==> config.mk <==
export PLATFORM = sky130hd
export DESIGN_NAME = serial_port
export DESIGN_NICKNAME = d
export VERILOG_FILES = /design/src/common/serial_port_pkg.sv /design/src/rtl/serial_port.sv /design/src/rtl/char_fifo.sv
export VERILOG_INCLUDE_DIRS = /design/src /design/src/common
export SDC_FILE = /design/constraint.sdc
export NUM_CORES = 1
export LEC_CHECK = 0
export BUFFER_PORTS_ARGS = -buffer_cell sky130_fd_sc_hd__buf_2
export CAP_MARGIN = 10
export CORE_MARGIN = 3
export CORE_UTILIZATION = 55
export CTS_BUF_LIST = sky130_fd_sc_hd__clkbuf_4 sky130_fd_sc_hd__clkbuf_8 sky130_fd_sc_hd__clkbuf_16
export DETAILED_ROUTE_END_ITERATION = 6
export PLACE_DENSITY = 0.79
export SYNTH_ARGS = -nofsm -noshare
export SYNTH_HDL_FRONTEND = slang
export SYNTH_SLANG_ARGS = --single-unit
==> constraint.sdc <==
create_clock -name clk_i -period 7.65 [get_ports clk_i]
set_clock_uncertainty 0.1 [all_clocks]
set_input_delay 1.53 -clock clk_i [delete_from_list [all_inputs] [get_ports clk_i]]
set_output_delay 1.53 -clock clk_i [all_outputs]
set_load 0.02 [all_outputs]
==> src/common/serial_port_consts.svh <==
`ifndef SERIAL_PORT_CONSTS_SVH
`define SERIAL_PORT_CONSTS_SVH
// register byte addresses
`define ADR_DATA 12'h00c0
`define ADR_IER 12'h00c4
`define ADR_PORT1 12'h00d0
`define ADR_LCTL 12'h0100
`define ADR_FCTL 12'h0104
`define ADR_MCTL 12'h0108
`define ADR_LSTAT 12'h010c
`define ADR_ISTAT 12'h0110
`define ADR_MSTAT 12'h0114
// line control fields
`define LC_LEN_LSB 0
`define LC_PAR_LSB 3
`define LC_STOP2 6
`define LC_BREAK 7
`define LC_DLAB 8
`define LC_TXADDR 9
// fifo control fields
`define FC_EN 0
`define FC_RXCLR 1
`define FC_TXCLR 2
`define FC_AUTOCTS 3
// modem control fields
`define MC_DTR 0
`define MC_RTS 1
// interrupt status / enable fields
`define IS_RX 0
`define IS_TXE 1
`define IS_LINE 2
`define IS_MODEM 3
// reset values
`define LCTL_RST 10'h0003
`define DIV_RST 16'h0001
`define FCTL_RST 4'h1
// timing: last tick of a bit (16 ticks per bit), start check tick
`define OVS_LAST 4'hf
`define OVS_MID 4'h7
`define FIFO_DEPTH 16
`endif

==> src/common/serial_port_pkg.sv <==
package serial_port_pkg;
  typedef enum logic [2:0] {
    ST_IDLE = 3'h0,
    ST_START = 3'h1,
    ST_DATA = 3'h3,
    ST_PAR = 3'h2,
    ST_STOP = 3'h6
  } line_state_e;
  typedef enum logic [2:0] {
    PAR_NONE = 3'h0,
    PAR_EVEN = 3'h1,
    PAR_ODD = 3'h2,
    PAR_SPACE = 3'h3,
    PAR_MARK = 3'h4,
    PAR_ADDR = 3'h5
  } parity_e;
endpackage

==> src/rtl/serial_port.sv <==
// Function
// [RL1] transmit and receive each have their own sixteen-character FIFO.
// [RL2] characters carry 5, 6, 7, 8 or 9 data bits in both directions.
// [RL3] parity is even, odd, space, mark, address marking or absent.
// [RL4] each character has a start bit and one or two stop bits.
// [RL5] a break can be sent on request and a received break is flagged.
// [RL6] receive overrun and missing stop bits are detected and reported.
// [RL7] modem handshake lines are driven and sampled for flow control.
// [RL8] the write-only transmit holding location queues one byte per write.
// [RL9] short characters are right aligned with zero upper bits.
// [RL10] reading the receive buffer returns the oldest receive FIFO entry.
// [RL11] with FIFOs disabled the receive path holds a single character.
// [RL12] receive buffer, transmit holding and divisor low share one address.
// [RL13] the interrupt enable register shares its address with divisor high.
// [RL14] a divisor access bit switches the shared addresses to the divisor.
// [RL15] bits go least significant first, idle high, start low, divided rate.
// [RL16] the receiver samples mid-bit on a 16x tick and checks start midway.
`timescale 1ns/1ps
`include "serial_port_consts.svh"
module serial_port
  import serial_port_pkg::*;
(
  // clock and reset
  input wire logic clk_i,
  input wire logic rst_i,
  // wishbone slave
  input wire logic cyc_i,
  input wire logic stb_i,
  input wire logic we_i,
  input wire logic [11:0] adr_i,
  input wire logic [3:0] sel_i,
  input wire logic [31:0] dat_i,
  output logic [31:0] dat_o,
  output logic ack_o,
  // serial line and modem lines
  input wire logic rx_i,
  output logic tx_o,
  input wire logic cts_i,
  input wire logic dsr_i,
  input wire logic dcd_i,
  input wire logic ri_i,
  output logic rts_o,
  output logic dtr_o,
  // interrupt
  output logic irq_o
);
  //////////////////////////////////////////////////////////////////////////
  // registers and bus decode
  logic ack_q;
  logic [31:0] dat_q;
  logic [15:0] div_q;
  logic [9:0] lctl_q;
  logic [3:0] fctl_q, mctl_q, ier_q, istat_q, mstat_q;
  logic req, wr, rd, dlab;
  logic [31:0] rdata;
  assign req = cyc_i && stb_i && !ack_q;
  assign wr = req && we_i && sel_i[0];
  assign rd = req && !we_i;
  assign dlab = lctl_q[`LC_DLAB];
  assign ack_o = ack_q;
  assign dat_o = dat_q;

  // fifo wires
  logic tf_valid, tf_pop, rf_valid, rf_pop, rf_push, rf_ready, tx_idle;
  logic [7:0] tf_data;
  logic [11:0] rf_data, rx_entry;
  logic [4:0] rf_count;
  logic rx_full;
  logic [3:0] nbits;
  parity_e pmode;
  assign pmode = parity_e'(lctl_q[`LC_PAR_LSB +: 3]);
  assign nbits = (lctl_q[2:0] > 3'h4) ? 4'h9 : {1'b0, lctl_q[2:0]} + 4'h5; // RL2

  // one-entry receive buffer when fifos are off
  assign rx_full = fctl_q[`FC_EN] ? !rf_ready : (rf_count != 5'h00); // RL11

  // transmit fifo
  char_fifo #(.WIDTH(8), .DEPTH(`FIFO_DEPTH)) u_tx_fifo ( // RL1
    .clk_i(clk_i),
    .rst_i(rst_i),
    .clr_i(wr && adr_i == `ADR_FCTL && dat_i[`FC_TXCLR]),
    .wr_valid_i(wr && adr_i == `ADR_DATA && !dlab), // RL8 RL12
    .wr_ready_o(),
    .wr_data_i(dat_i[7:0]),
    .rd_valid_o(tf_valid),
    .rd_ready_i(tf_pop),
    .rd_data_o(tf_data),
    .count_o()
  );

  // receive fifo: {break, frame err, parity err, bit 8, data}
  char_fifo #(.WIDTH(12), .DEPTH(`FIFO_DEPTH)) u_rx_fifo ( // RL1
    .clk_i(clk_i),
    .rst_i(rst_i),
    .clr_i(wr && adr_i == `ADR_FCTL && dat_i[`FC_RXCLR]),
    .wr_valid_i(rf_push && !rx_full),
    .wr_ready_o(rf_ready),
    .wr_data_i(rx_entry),
    .rd_valid_o(rf_valid),
    .rd_ready_i(rf_pop),
    .rd_data_o(rf_data),
    .count_o(rf_count)
  );
  assign rf_pop = rd && adr_i == `ADR_DATA && !dlab; // RL10

  // read mux
  always_comb begin
    rdata = 32'h0000_0000;
    case (adr_i)
      `ADR_DATA: rdata[7:0] = dlab ? div_q[7:0] : rf_data[7:0]; // RL12 RL14
      `ADR_IER: rdata[7:0] = dlab ? div_q[15:8] : {4'h0, ier_q}; // RL13
      `ADR_LCTL: rdata[9:0] = lctl_q;
      `ADR_FCTL: rdata[3:0] = fctl_q & 4'h9;
      `ADR_MCTL: rdata[3:0] = mctl_q;
      `ADR_LSTAT: rdata[7:0] = {rf_data[8] && rf_valid, tx_idle, !tf_valid,
                                rf_data[11:9] & {3{rf_valid}}, 1'b0,
                                rf_valid};
      `ADR_ISTAT: rdata[3:0] = istat_q;
      `ADR_MSTAT: rdata[3:0] = {ri_i, dcd_i, dsr_i, cts_i};
      default: rdata = 32'h0000_0000;
    endcase
  end

  // bus answer: one wait state, data from a flop
  always_ff @(posedge clk_i) begin
    if (rst_i) begin
      ack_q <= 1'b0;
      dat_q <= 32'h0000_0000;
    end else begin
      ack_q <= req;
      if (rd) dat_q <= rdata;
    end
  end

  // writable registers
  always_ff @(posedge clk_i) begin
    if (rst_i) begin
      div_q <= `DIV_RST;
      lctl_q <= `LCTL_RST;
      fctl_q <= `FCTL_RST;
      mctl_q <= 4'h0;
      ier_q <= 4'h0;
    end else if (wr) begin
      case (adr_i)
        `ADR_DATA: if (dlab) div_q[7:0] <= dat_i[7:0]; // RL14
        `ADR_IER: begin
          if (dlab) div_q[15:8] <= dat_i[7:0]; // RL13 RL14
          else ier_q <= dat_i[3:0];
        end
        `ADR_LCTL: lctl_q <= dat_i[9:0];
        `ADR_FCTL: fctl_q <= dat_i[3:0] & 4'h9;
        `ADR_MCTL: mctl_q <= dat_i[3:0];
        default: ;
      endcase
    end
  end

  // modem outputs
  assign dtr_o = mctl_q[`MC_DTR]; // RL7
  assign rts_o = mctl_q[`MC_RTS] && !rx_full; // RL7

  //////////////////////////////////////////////////////////////////////////
  // 16x oversampling tick from the divisor
  logic [15:0] bcnt_q;
  logic tick;
  assign tick = (bcnt_q <= 16'h0001);
  always_ff @(posedge clk_i) begin
    if (rst_i) bcnt_q <= `DIV_RST;
    else bcnt_q <= tick ? div_q : bcnt_q - 16'h0001; // RL15 RL16
  end

  // parity of the configured bits
  function automatic logic par_bit(input parity_e m, input logic [8:0] d,
                                   input logic [3:0] n, input logic a);
    logic x;
    x = 1'b0;
    for (int i = 0; i < 9; i++) begin
      if (4'(i) < n) x = x ^ d[i];
    end
    case (m)
      PAR_EVEN: par_bit = x;
      PAR_ODD: par_bit = !x;
      PAR_MARK: par_bit = 1'b1;
      PAR_ADDR: par_bit = a;
      default: par_bit = 1'b0;
    endcase
  endfunction

  //////////////////////////////////////////////////////////////////////////
  // transmitter
  line_state_e ts_q;
  logic [3:0] ttk_q, tbit_q;
  logic [8:0] tsh_q;
  logic tpar_q, tline_q, tstop_q;
  logic tx_go;
  assign tx_idle = (ts_q == ST_IDLE);
  assign tx_go = tx_idle && tf_valid && !lctl_q[`LC_BREAK] &&
                 (!fctl_q[`FC_AUTOCTS] || cts_i); // RL7
  assign tf_pop = tx_go;
  assign tx_o = tline_q && !lctl_q[`LC_BREAK]; // RL5

  always_ff @(posedge clk_i) begin
    if (rst_i) begin
      ts_q <= ST_IDLE;
      ttk_q <= 4'h0;
      tbit_q <= 4'h0;
      tsh_q <= 9'h000;
      tpar_q <= 1'b0;
      tline_q <= 1'b1;
      tstop_q <= 1'b0;
    end else begin
      case (ts_q)
        ST_IDLE: begin
          tline_q <= 1'b1; // RL15
          if (tx_go) begin
            tsh_q <= {lctl_q[`LC_TXADDR], tf_data};
            tpar_q <= par_bit(pmode, {lctl_q[`LC_TXADDR], tf_data}, nbits,
                              lctl_q[`LC_TXADDR]); // RL3
            ts_q <= ST_START;
            ttk_q <= 4'h0;
            tline_q <= 1'b0; // RL4
          end
        end
        ST_START, ST_DATA, ST_PAR, ST_STOP: begin
          if (tick) begin
            ttk_q <= ttk_q + 4'h1;
            if (ttk_q == `OVS_LAST) begin
              case (ts_q)
                ST_START: begin
                  ts_q <= ST_DATA;
                  tbit_q <= 4'h1;
                  tline_q <= tsh_q[0]; // RL15
                  tsh_q <= tsh_q >> 1;
                end
                ST_DATA: begin
                  if (tbit_q == nbits) begin
                    ts_q <= (pmode == PAR_NONE) ? ST_STOP : ST_PAR;
                    tline_q <= (pmode == PAR_NONE) ? 1'b1 : tpar_q;
                    tstop_q <= 1'b0;
                  end else begin
                    tbit_q <= tbit_q + 4'h1;
                    tline_q <= tsh_q[0];
                    tsh_q <= tsh_q >> 1;
                  end
                end
                ST_PAR: begin
                  ts_q <= ST_STOP;
                  tline_q <= 1'b1;
                end
                default: begin
                  if (lctl_q[`LC_STOP2] && !tstop_q) tstop_q <= 1'b1; // RL4
                  else ts_q <= ST_IDLE;
                end
              endcase
            end
          end
        end
        default: ts_q <= ST_IDLE;
      endcase
    end
  end

  //////////////////////////////////////////////////////////////////////////
  // receiver
  line_state_e rs_q;
  logic [3:0] rtk_q, rbit_q;
  logic [8:0] rsh_q, rdat;
  logic rpar_q, rone_q, rpush_q;
  logic [11:0] rent_q;
  assign rf_push = rpush_q;
  assign rx_entry = rent_q;

  // right align the shifted bits
  always_comb begin
    rdat = rsh_q >> (4'h9 - nbits); // RL9
  end

  always_ff @(posedge clk_i) begin
    if (rst_i) begin
      rs_q <= ST_IDLE;
      rtk_q <= 4'h0;
      rbit_q <= 4'h0;
      rsh_q <= 9'h000;
      rpar_q <= 1'b0;
      rone_q <= 1'b0;
      rpush_q <= 1'b0;
      rent_q <= 12'h000;
    end else begin
      rpush_q <= 1'b0;
      case (rs_q)
        ST_IDLE: begin
          rtk_q <= 4'h0;
          if (!rx_i) rs_q <= ST_START;
        end
        ST_START, ST_DATA, ST_PAR, ST_STOP: begin
          if (tick) begin
            rtk_q <= rtk_q + 4'h1;
            case (rs_q)
              ST_START: begin
                if (rtk_q == `OVS_MID) begin
                  rtk_q <= 4'h0;
                  rs_q <= rx_i ? ST_IDLE : ST_DATA; // RL16
                  rbit_q <= 4'h0;
                  rone_q <= 1'b0;
                end
              end
              ST_DATA: begin
                if (rtk_q == `OVS_LAST) begin
                  rsh_q <= {rx_i, rsh_q[8:1]}; // RL15 RL16
                  rone_q <= rone_q | rx_i;
                  rbit_q <= rbit_q + 4'h1;
                  if (rbit_q + 4'h1 == nbits) begin
                    rs_q <= (pmode == PAR_NONE) ? ST_STOP : ST_PAR;
                  end
                end
              end
              ST_PAR: begin
                if (rtk_q == `OVS_LAST) begin
                  rpar_q <= rx_i;
                  rone_q <= rone_q | rx_i;
                  rs_q <= ST_STOP;
                end
              end
              default: begin
                if (rtk_q == `OVS_LAST) begin
                  rent_q[7:0] <= rdat[7:0];
                  rent_q[8] <= (pmode == PAR_ADDR) ? rpar_q : rdat[8];
                  rent_q[9] <= (pmode != PAR_NONE) && (pmode != PAR_ADDR) &&
                    (rpar_q != par_bit(pmode, rdat, nbits, 1'b0)); // RL3
                  rent_q[10] <= !rx_i; // RL6
                  rent_q[11] <= !rx_i && !rone_q; // RL5
                  rpush_q <= 1'b1;
                  rs_q <= ST_IDLE;
                end
              end
            endcase
          end
        end
        default: rs_q <= ST_IDLE;
      endcase
    end
  end

  //////////////////////////////////////////////////////////////////////////
  // interrupt status: sticky, write one to clear, set wins
  logic [3:0] ev, clr;
  logic tf_empty_q;
  always_ff @(posedge clk_i) begin
    if (rst_i) begin
      mstat_q <= 4'h0;
      tf_empty_q <= 1'b1;
    end else begin
      mstat_q <= {ri_i, dcd_i, dsr_i, cts_i}; // RL7
      tf_empty_q <= !tf_valid;
    end
  end
  assign ev[`IS_RX] = rf_push && !rx_full;
  assign ev[`IS_TXE] = !tf_valid && !tf_empty_q;
  assign ev[`IS_LINE] = rf_push && (rx_full || (|rent_q[11:9])); // RL6
  assign ev[`IS_MODEM] = (mstat_q != {ri_i, dcd_i, dsr_i, cts_i}); // RL7
  assign clr = (wr && adr_i == `ADR_ISTAT) ? dat_i[3:0] : 4'h0;

  always_ff @(posedge clk_i) begin
    if (rst_i) istat_q <= 4'h0;
    else istat_q <= (istat_q & ~clr) | ev;
  end
  assign irq_o = |(istat_q & ier_q);
endmodule // serial_port

==> src/rtl/char_fifo.sv <==
`timescale 1ns/1ps
module char_fifo #(
  parameter int WIDTH = 8,
  parameter int DEPTH = 16
) (
  // clock and reset
  input wire logic clk_i,
  input wire logic rst_i,
  input wire logic clr_i,
  // fill side
  input wire logic wr_valid_i,
  output logic wr_ready_o,
  input wire logic [WIDTH-1:0] wr_data_i,
  // drain side
  output logic rd_valid_o,
  input wire logic rd_ready_i,
  output logic [WIDTH-1:0] rd_data_o,
  output logic [$clog2(DEPTH):0] count_o
);
  localparam int AW = $clog2(DEPTH);
  localparam logic [AW:0] FULL = (AW+1)'(DEPTH);
  logic [WIDTH-1:0] mem_q [DEPTH];
  logic [AW-1:0] wptr_q, rptr_q;
  logic [AW:0] cnt_q;
  logic do_wr, do_rd;

  // handshakes
  assign wr_ready_o = (cnt_q != FULL) && !clr_i;
  assign rd_valid_o = (cnt_q != '0) && !clr_i;
  assign do_wr = wr_valid_i && wr_ready_o;
  assign do_rd = rd_valid_o && rd_ready_i;
  assign rd_data_o = mem_q[rptr_q];
  assign count_o = cnt_q;

  // storage
  always_ff @(posedge clk_i) begin
    if (do_wr) begin
      mem_q[wptr_q] <= wr_data_i;
    end
  end

  // pointers and fill level
  always_ff @(posedge clk_i) begin
    if (rst_i || clr_i) begin
      wptr_q <= '0;
      rptr_q <= '0;
      cnt_q <= '0;
    end else begin
      if (do_wr) wptr_q <= wptr_q + 1'b1;
      if (do_rd) rptr_q <= rptr_q + 1'b1;
      if (do_wr && !do_rd) cnt_q <= cnt_q + 1'b1;
      else if (do_rd && !do_wr) cnt_q <= cnt_q - 1'b1;
    end
  end
endmodule // char_fifo

-- After elaboration in Yosys (flattened, before gate mapping)
Memory sizes are Yosys's and may differ from the RTL's. A register that Yosys moved wholly into a read port is not among the register bits.
Cells that the tools add are included.
- muxes and demuxes: 169
- shift-type cells: 1
- add/sub/neg operators: 15
- eq/ne operators: 50
- bitwise logic cells: 27
- magnitude comparators: 11
- reduce and logical (&&, ||, !) cells: 104
- operator list (cell ; count):
    1-bit 2-to-1 mux ; 111
    12-bit by 9-bit equality test with 1-bit output (second input constant) ; 6
    4-bit 2-to-1 mux ; 14
    3-bit 2-to-1 mux ; 13
    1-bit logical AND ; 38
    9-bit 2-to-1 mux ; 4
    9-bit one-hot mux with 2 select lines ; 2
    4-bit by 1-bit adder with 4-bit output (second input constant) ; 8
    4-bit one-hot mux with 2 select lines ; 4
    4-bit one-hot mux with 8 select lines ; 1
    3-bit inequality test (second input constant) ; 9
    12-bit by 8-bit equality test with 1-bit output (second input constant) ; 2
    1-bit zero test ; 20
    5-bit 2-to-1 mux ; 4
    5-bit AND reduction ; 4
    3-bit one-hot mux with 3 select lines ; 2
    16-bit by 1-bit <= comparator with 1-bit output (second input constant) ; 1
    3-bit by 4-bit < comparator with 1-bit output (first input constant) ; 4
    16-bit 2-to-1 mux ; 1
    8-bit 2-to-1 mux ; 2
    2-bit inequality test (second input constant) ; 8
    4-bit one-hot mux with 4 select lines ; 1
    4-bit AND reduction ; 4
    2-bit nonzero test ; 8
    45 further kinds ; 106
- output and inout port bits: 37
- memories: 2
- word-level logic and storage cells: 412
- bits in writable memories: 320
- register bits after elaboration: 156
- input bits: 58
- memory list (name ; words ; bits a word ; rd ports ; clocked after memory_dff ; wr ports ; RTL line ; source):
    u_rx_fifo.mem_q ; 16 ; 12 ; 1 ; 1 ; 1 ; char_fifo.sv:22 ; logic [WIDTH-1:0] mem_q [DEPTH];
    u_tx_fifo.mem_q ; 16 ; 8 ; 1 ; 1 ; 1 ; char_fifo.sv:22 ;

-- Longest topological paths before layout
Gate-level depths: netlist of the first run.
- word-level depth: 75
- gate-level depth with buffers: 17
- mapped depth without buffers: 16

-- Hierarchy
A second synthesis of the first run with hierarchy kept.
- cell total of the unflattened synthesis: 1618
- area total of the unflattened synthesis: 21265.4 sq um
- modules (own cells, without submodules) (module ; cells an instance ; times used ; area an instance (sq um) ; seq. area each (sq um)):
    char_fifo (u_rx_fifo) ; 407 ; 1 ; 8169.1 ; 6105.9
    serial_port ; 902 ; 1 ; 7295.7 ; 2602.5
    char_fifo (u_tx_fifo) ; 309 ; 1 ; 5800.6 ; 4184.0

-- Least setup slack after synthesis of the first run
OpenSTA, ideal clock, no wires.
- kind: input -> register
- start: in adr_i[11]
- end: reg u_tx_fifo.cnt_q[4] (netlist: u_tx_fifo.count_o[4])
- library setup time: 0.070 ns
- required time: 7.480 ns
- slack: 2.577 ns
- stages on the path: 13
- buffers on the path: 1
- arrival time: 4.903 ns
- cell sequence: nor4_1 nand2_1 or3_1 clkbuf_1 a2111oi_2 ha_1 inv_1 fa_1 a21o_1 a21oi_1 xnor2_1 or3_1 a21oi_1
- elaborated cells on any way between the ends: 21
- classes of those cells: 2 x eq/ne; 1 x mux; 18 x reduce/logical
- RTL lines (what ; RTL line ; source):
    start, declared ; serial_port.sv:30 ; input wire logic [11:0] adr_i,
    12-bit by 9-bit equality test with 1-bit output ; - ;
    1-bit logical AND (no source line) ; - ;
    1-bit logical AND ; serial_port.sv:81 ; .clr_i(wr && adr_i == `ADR_FCTL && dat_i[`FC_TXCLR]),
    1-bit zero test ; char_fifo.sv:28 ; assign wr_ready_o = (cnt_q != FULL) && !clr_i;
    1-bit logical AND ; char_fifo.sv:28 ;
    1-bit logical AND * ; char_fifo.sv:30 ; assign do_wr = wr_valid_i && wr_ready_o;
    via u_tx_fifo.do_wr ; char_fifo.sv:25 ; logic do_wr, do_rd;
    1-bit zero test ; char_fifo.sv:52 ; else if (do_rd && !do_wr) cnt_q <= cnt_q - 1'b1;
    1-bit logical AND ; char_fifo.sv:52 ;
    2-bit nonzero test (no source line) ; - ;
    end signal, assigned ; char_fifo.sv:51 ; if (do_wr && !do_rd) cnt_q <= cnt_q + 1'b1;
    end signal, assigned ; char_fifo.sv:52 ;
    end, declared ; char_fifo.sv:24 ; logic [AW:0] cnt_q;
Mark *: on every way through the listed nets, which the timed path passes. The rest lies on a longest branch.
A chain may end at the register's enable or synchronous reset.

-- Final worst setup path of the first run
Same ends and word-level chain as after synthesis.

==> run_results.csv, run 1 <==
group,metric,value,unit
setup_path,cp.depth,13,
die,rows,71,
cells_and_area,diodes,0,
die,initial_core_util,56.22,%
die,coreArea,37930,µm²
global_routing,grt_max_degree,90,
die,fp.dieW,202.9,µm
cts,cts_root_buf,"clkbuf_16",
detailed_routing,num_vias,13530,
power_and_ir_drop,internal_power,0.004847,W
cts,ctsHtreeMaxLevel,2,
place,place_ws,1.628,ns
power_and_ir_drop,comb_power_share,16.2,%
setup_path,worst-path-max-fanout,10,
die,die_h,202.9,µm
outcome,outcome,"finished clean",
setup_path,crit_family,"simple AND/OR/NAND/NOR gates",
place,place.gp.congestion,0.8454,
synth,seq_area_frac_synth,60.46,%
synth,ys_ff_latch,484,
synth,yosysUniqueCellTypes,79,
detailed_routing,viasPerCell,6.147,
cells_and_area,drive_gt1_share,16.75,%
setup_path,critPathLaunchType,"input port",
setup_path,cp_cell_sequence,"buf_2 > nor4_1 > nand2_1 > or3_1 > a2111oi_2 > ha_1 > inv_1 > fa_1 > a21o_1 > a21oi_1 > xnor2_1 > or3_1 > a21oi_1",
synth,ys_warn_count,0,
job,cap_viol_max_count,0,
synth,yosys.area.top_type_share,45.06,%
timing,worst_pin_slew,1.232,ns
timing,period_share,72.56,%
setup_path,crit_path_end_kind,"register",
die,die_area,41170,µm²
setup_path,critical-path-slowest-cell,"a2111oi_2",
detailed_routing,firstDrtPassIters,5,
detailed_routing,antenna_left,0,
cts,cts.repair.resized,0,
place,hpwl,31970,µm
cells_and_area,nFillCells,2756,
setup_path,reg2reg_depth,12,
die,ios,95,
timing,layout_setup_ws,2.099,ns
synth,yosys.area.top_type,"edfxtp_1",
timing,drv_slew,0,
timing,setup_viol,0,
cts,clock_latency,0.59,ns
global_routing,antenna_found_initial,0,
place,port_buffers,47,
global_routing,grt_usage,23.73,%
timing,rsz0062_at_grt,"false",
power_and_ir_drop,p_per_area,278.0,nW/µm²
synth,syn_area_per_cell,13.11,µm²
cts,post_cts_buffers,0,
cts,cts_tree,"built",
cells_and_area,area_delta_synth_final,10.68,%
setup_path,crit_arrival,5.96,ns
timing,setup_tns,0,ns
setup_path,worst-path-buf-inv,2,
global_routing,grt_pass1_vias,13400,
worst_hold_path,min_path_type,"reg -> reg",
global_routing,grt-ovfl-total,0,
cts,cts_hold_buffers,0,
cells_and_area,layout.nets,1738,
power_and_ir_drop,clockPowerShare,38.3,%
power_and_ir_drop,p_leak,8.194,nW
synth,synthesis.area,21330,µm²
timing,fmax,180.2,MHz
detailed_routing,routed_wl,48850,µm
power_and_ir_drop,pwr-share-seq,45.5,%
setup_path,crit_type,"in -> reg",
detailed_routing,drc,0,
synth,synth_area_leaders,"edfxtp_1 45%, dfxtp_1 15%, mux4_2 9.6%, nor2_1 3.4%, mux2i_1 2.8%",
synth,syn_inst,1627,
setup_path,crit_required,8.06,ns
power_and_ir_drop,switching_share,26.13,%
global_routing,grt_first_pass_wirelength,76200,µm
detailed_routing,wire_per_inst,22.19,µm
cells_and_area,final_core_util,62.22,%
synth,synth_edf_count,320,
timing,period_needed,5.551,ns
timing,relSlewSlack,17.44,%
cts,clock-sinks,484,
synth,synthArstFlopShare,0,%
synth,synth_flop_cell,"edfxtp_1",
cts,clk_path_buf_depth,3,
detailed_routing,drt_iter0_drc,1425,
setup_path,slowest_delay,0.91,ns
power_and_ir_drop,power_switching,0.001714,W
timing,hold_viol,0,
worst_hold_path,holdPathStages,2,
timing,hold-worst-slack,0.3887,ns
power_and_ir_drop,ir_worst_vdd,0.2146,mV
cts,cts.clk_slew.worst_paths,0.06,ns
cts,cts_made_buffers,48,
==> registers in the layout, indices dropped and copies added, names as in the netlist, 5 cells and up, named ones only <==
register	flops
u_tx_fifo.mem_q	128
tsh_q	9
bcnt_q	16
dat_o	10
u_rx_fifo.mem_q	192
rent_q	12
div_q	16
rsh_q	9
lctl_q	10
u_tx_fifo.count_o	5
u_rx_fifo.count_o	5
==> per-stage QoR <==
stage,cell area [µm²],instances,total power [W]
floorplan,21400,1648,0.003872
global placement,21890,2111,0.004054
detailed placement,21890,2111,0.004086
CTS,23590,2199,0.006593
global route,23600,2201,0.006811
finish,23600,2201,0.006561
==> cell usage after synthesis (26+ instances only) <==
library cell	count
ha_1	26
mux2i_1	60
buf_4	28
dfxtp_1	164
a21oi_1	87
nand2_1	106
inv_1	26
clkbuf_1	65
a211oi_1	39
nor3_1	39
edfxtp_1	320
xnor2_1	30
o21ai_0	33
nor2_1	196
mux4_2	91
xor2_1	26
==> worst reg2reg max path, cell delays in order (launching register included) <==
cell and delay, ns:
dfxtp_1 0.91, inv_1 0.28, ha_1 0.75, o211ai_1 0.31, o21ai_1 0.42, a211oi_1 0.14
or4_1 0.57, a21o_1 0.20, and3_1 0.20, or2_2 0.28, a211o_1 0.27, mux2i_1 0.14
nand3_1 0.08
==> logic make-up (layout without fill, tap and decap cells) <==
family,count (synthesis),count (layout),share of synthesized area [%]
simple gates,491,491,11.05
other cells,1,22,0.01758
flops,484,484,60.46
xor+xnor,58,58,2.482
compound gates,260,260,8.062
fa+ha+maj,28,28,1.713
buf+inv,143,185,3.192
mux,162,162,13.03
==> area by class of cell <==
type	count	area, µm²	share of cell area (%)
clock buffer	61	1324	5.609
tap	511	639.4	2.709
timing repair buffer	71	419.2	1.776
clock inverter	27	374.1	1.585
sequential	484	12900	54.64
inverter	26	97.59	0.4135
multi-input combinational	1021	7851	33.26
==> cells in the final DEF (no fill, tap or decap), drive strengths merged, types with 8 or more instances in the layout <==
cell type    n
edfxtp     320
nor2       199
dfxtp      164
nand2      106
mux4        91
a21oi       87
buf         71
clkbuf      61
mux2i       60
a211oi      39
nor3        39
o21ai       38
xnor2       30
inv         28
xor2        27
ha          26
nand3       25
conb        22
nor2b       21
nand2b      16
clkinv      15
a22oi       13
nor4        12
nand4       12
and3        11
mux2        11
o211ai      10
or3          9
a211o        9
bufinv       9
or2          8
==> routing by layer <==
| metal | global-route usage [%] | wire length (µm) | up-vias |
|---|---|---|---|
| li1 | - | - | 6134 |
| met1 | 31.60 | 19790 | 6811 |
| met2 | 40.85 | 24770 | 514 |
| met3 | 3.543 | 3285 | 71 |
| met4 | 7.003 | 1010 | 0 |
| met5 | 0 | 0 | - |
==> worst paths after layout <==
path / slack [ns] / endpoint / start
worst max register to register: 2.90 / rent_q[9]$_SDFFE_PP0P_ / lctl_q[0]$_SDFFE_PP1P_
worst min-delay path: 0.39 / rbit_q[1]$_SDFFE_PP0P_ / rbit_q[1]$_SDFFE_PP0P_
worst max-delay path: 2.10 / u_tx_fifo.count_o[4]$_SDFFE_PP0P_ / adr_i[11]
worst min register to register: 0.39 / rbit_q[1]$_SDFFE_PP0P_ / rbit_q[1]$_SDFFE_PP0P_
==> power groups by stage <==
| stage | combinational, W | sequential, W | clock, W |
|---|---|---|---|
| after floorplan | 0.000902 | 0.00297 | 0 |
| after global placement | 0.00102 | 0.00303 | 0 |
| after global routing | 0.00117 | 0.00300 | 0.00264 |
| after CTS | 0.00106 | 0.00298 | 0.00255 |
| after detailed placement | 0.00105 | 0.00304 | 0 |
| final | 0.00106 | 0.00298 | 0.00251 |
Power figures use the tool's default switching activity.
==> run 2, diff against run 1 <==
PLACE_DENSITY = 0.82   (was 0.79)
clock period = 4.7 ns   (was 7.65 ns; I/O delays follow)
==> run 2 against run 1 <==
Net effect:
- largest power group unchanged
- sequential share of layout area decreased by 0.23 points
- highest routed layer is now met5
- routed wire length increased by 3.6%
- count of clock-buffer cells in the layout up 3
- clock power increased by 53%
- largest cell class unchanged
==> run_results.csv, run 2 (synthesis results as in run 1) <==
group,metric,value,unit
global_routing,grt_pass1_vias,13670,
global_routing,grt_max_degree,54,
power_and_ir_drop,p_per_area,442.2,nW/µm²
job,cap_viol_max_count,0,
power_and_ir_drop,p_leak,8.256,nW
die,die_h,202.9,µm
cells_and_area,largest_register_ffs,192,
cts,cts.clk_slew.worst_paths,0.07,ns
global_routing,grt_first_pass_wirelength,78830,µm
cells_and_area,nFillCells,2745,
detailed_routing,antenna_left,0,
timing,relSlewSlack,19.74,%
detailed_routing,drt_iter0_drc,1376,
die,die_area,41170,µm²
detailed_routing,firstDrtPassIters,5,
cells_and_area,reg_top3,"u_rx_fifo.mem_q: 192 flops, u_tx_fifo.mem_q: 128 flops",
cts,clock_latency,0.61,ns
timing,rsz0062_at_grt,"false",
cts,clock-sinks,484,
worst_hold_path,holdPathStages,2,
setup_path,crit_type,"reg -> reg",
detailed_routing,viasPerCell,6.213,
cts,ctsHtreeMaxLevel,2,
timing,period_needed,4.122,ns
timing,setup_viol,0,
global_routing,grt-ovfl-total,0,
die,initial_core_util,56.22,%
setup_path,reg2reg_depth,12,
cts,post_cts_buffers,0,
cells_and_area,layout_common_cells,"320 x edfxtp_1, 196 x nor2_1, 162 x dfxtp_1, 106 x nand2_1, 91 x mux4_2",
cells_and_area,layout.nets,1769,
cts,clk_path_buf_depth,3,
cells_and_area,drive_gt1_share,17.79,%
detailed_routing,num_vias,13870,
detailed_routing,wire_per_inst,22.67,µm
setup_path,crit_required,5.10,ns
timing,layout_setup_ws,0.5780,ns
worst_hold_path,min_path_type,"reg -> reg",
timing,drv_slew,0,
place,port_buffers,47,
timing,fmax,242.6,MHz
global_routing,antenna_found_initial,2,
cells_and_area,final_common_cell,"edfxtp_1",
cells_and_area,area_delta_synth_final,11.15,%
place,place_ws,0.1508,ns
cts,cts_made_buffers,49,
timing,setup_tns,0,ns
setup_path,worst-path-max-fanout,17,
timing,period_share,87.70,%
timing,hold_viol,0,
place,place.gp.congestion,0.8579,
die,fp.dieW,202.9,µm
die,rows,71,
cells_and_area,regMostFlops,"u_rx_fifo.mem_q",
detailed_routing,routed_wl,50610,µm
setup_path,crit_path_end_kind,"register",
global_routing,grt_usage,24.69,%
cts,cts.repair.resized,0,
power_and_ir_drop,ir_worst_vdd,0.4305,mV
cts,cts_tree,"built",
place,hpwl,33140,µm
die,coreArea,37930,µm²
outcome,outcome,"finished clean",
cts,cts_hold_buffers,0,
timing,worst_pin_slew,1.199,ns
setup_path,critPathLaunchType,"register",
cts,cts_root_buf,"clkbuf_16",
setup_path,crit_arrival,4.52,ns
detailed_routing,drc,0,
die,ios,95,
run 2: where the power goes:
group | total, W | switching (W) | internal [W]
Clock | 0.00383 | 0.00165 | 0.00218
Combinational | 0.00179 | 0.00102 | 0.000771
Sequential | 0.00486 | 0.000205 | 0.00465
run 2: layout make-up:
cell class | instances | area [µm²] | share of cell area (%)
Tap cell | 511 | 639.4 | 2.697
Inverter | 26 | 97.59 | 0.4117
Clock inverter | 24 | 220.2 | 0.9290
Multi-Input combinational cell | 1021 | 7831 | 33.04
Timing Repair Buffer | 101 | 646.9 | 2.729
Sequential cell | 484 | 12900 | 54.41
Clock buffer | 64 | 1369 | 5.775
Antenna cell | 1 | 2.502 | 0.01056
run 2: worst max-delay path, stage by stage, from the launching register on:
cell and delay, ns:
dfxtp_1 0.57, inv_1 0.12, ha_1 0.68, o211ai_1 0.29, o21ai_1 0.38, a211oi_1 0.13, or4_1 0.57, a21o_1 0.20
and3_1 0.19, or2_2 0.28, a211o_1 0.27, mux2i_1 0.15, nand3_1 0.09
run 2: through the flow:
stage | hold slack [ns] | util (%) | cell area [µm²] | total power [W] | cells
after detailed placement | 0.3637 | 58.26 | 22100 | 0.006698 | 2142
after global routing | 0.3951 | 62.49 | 23700 | 0.01087 | 2232
final | 0.3709 | 62.49 | 23700 | 0.01048 | 2232
after floorplan | 0.3462 | - | 21400 | 0.006303 | 1648
after global placement | 0.3623 | 58.26 | 22100 | 0.006620 | 2142
after CTS | 0.3734 | 62.45 | 23690 | 0.01052 | 2230
run 2: per-layer routing:
metal / GRT usage, % / part of all wire [%] / up-vias / wire length, µm
met5: 0 / 0.022 / - / 11
met4: 10.22 / 4.3 / 2 / 2172
met3: 4.618 / 7.4 / 136 / 3724
met2: 40.26 / 49 / 628 / 24570
met1: 32.95 / 40 / 6907 / 20130
li1: - / - / 6195 / -
run 2: final timing paths:
path,startpoint,slack (ns),end
hold / removal,rsh_q[0]$_SDFFE_PP0P_,0.37,rsh_q[0]$_SDFFE_PP0P_
hold reg to reg,rsh_q[0]$_SDFFE_PP0P_,0.37,rsh_q[0]$_SDFFE_PP0P_
setup reg to reg,lctl_q[1]$_SDFFE_PP1P_,0.58,rent_q[9]$_SDFFE_PP0P_
setup / recovery,lctl_q[1]$_SDFFE_PP1P_,0.58,rent_q[9]$_SDFFE_PP0P_
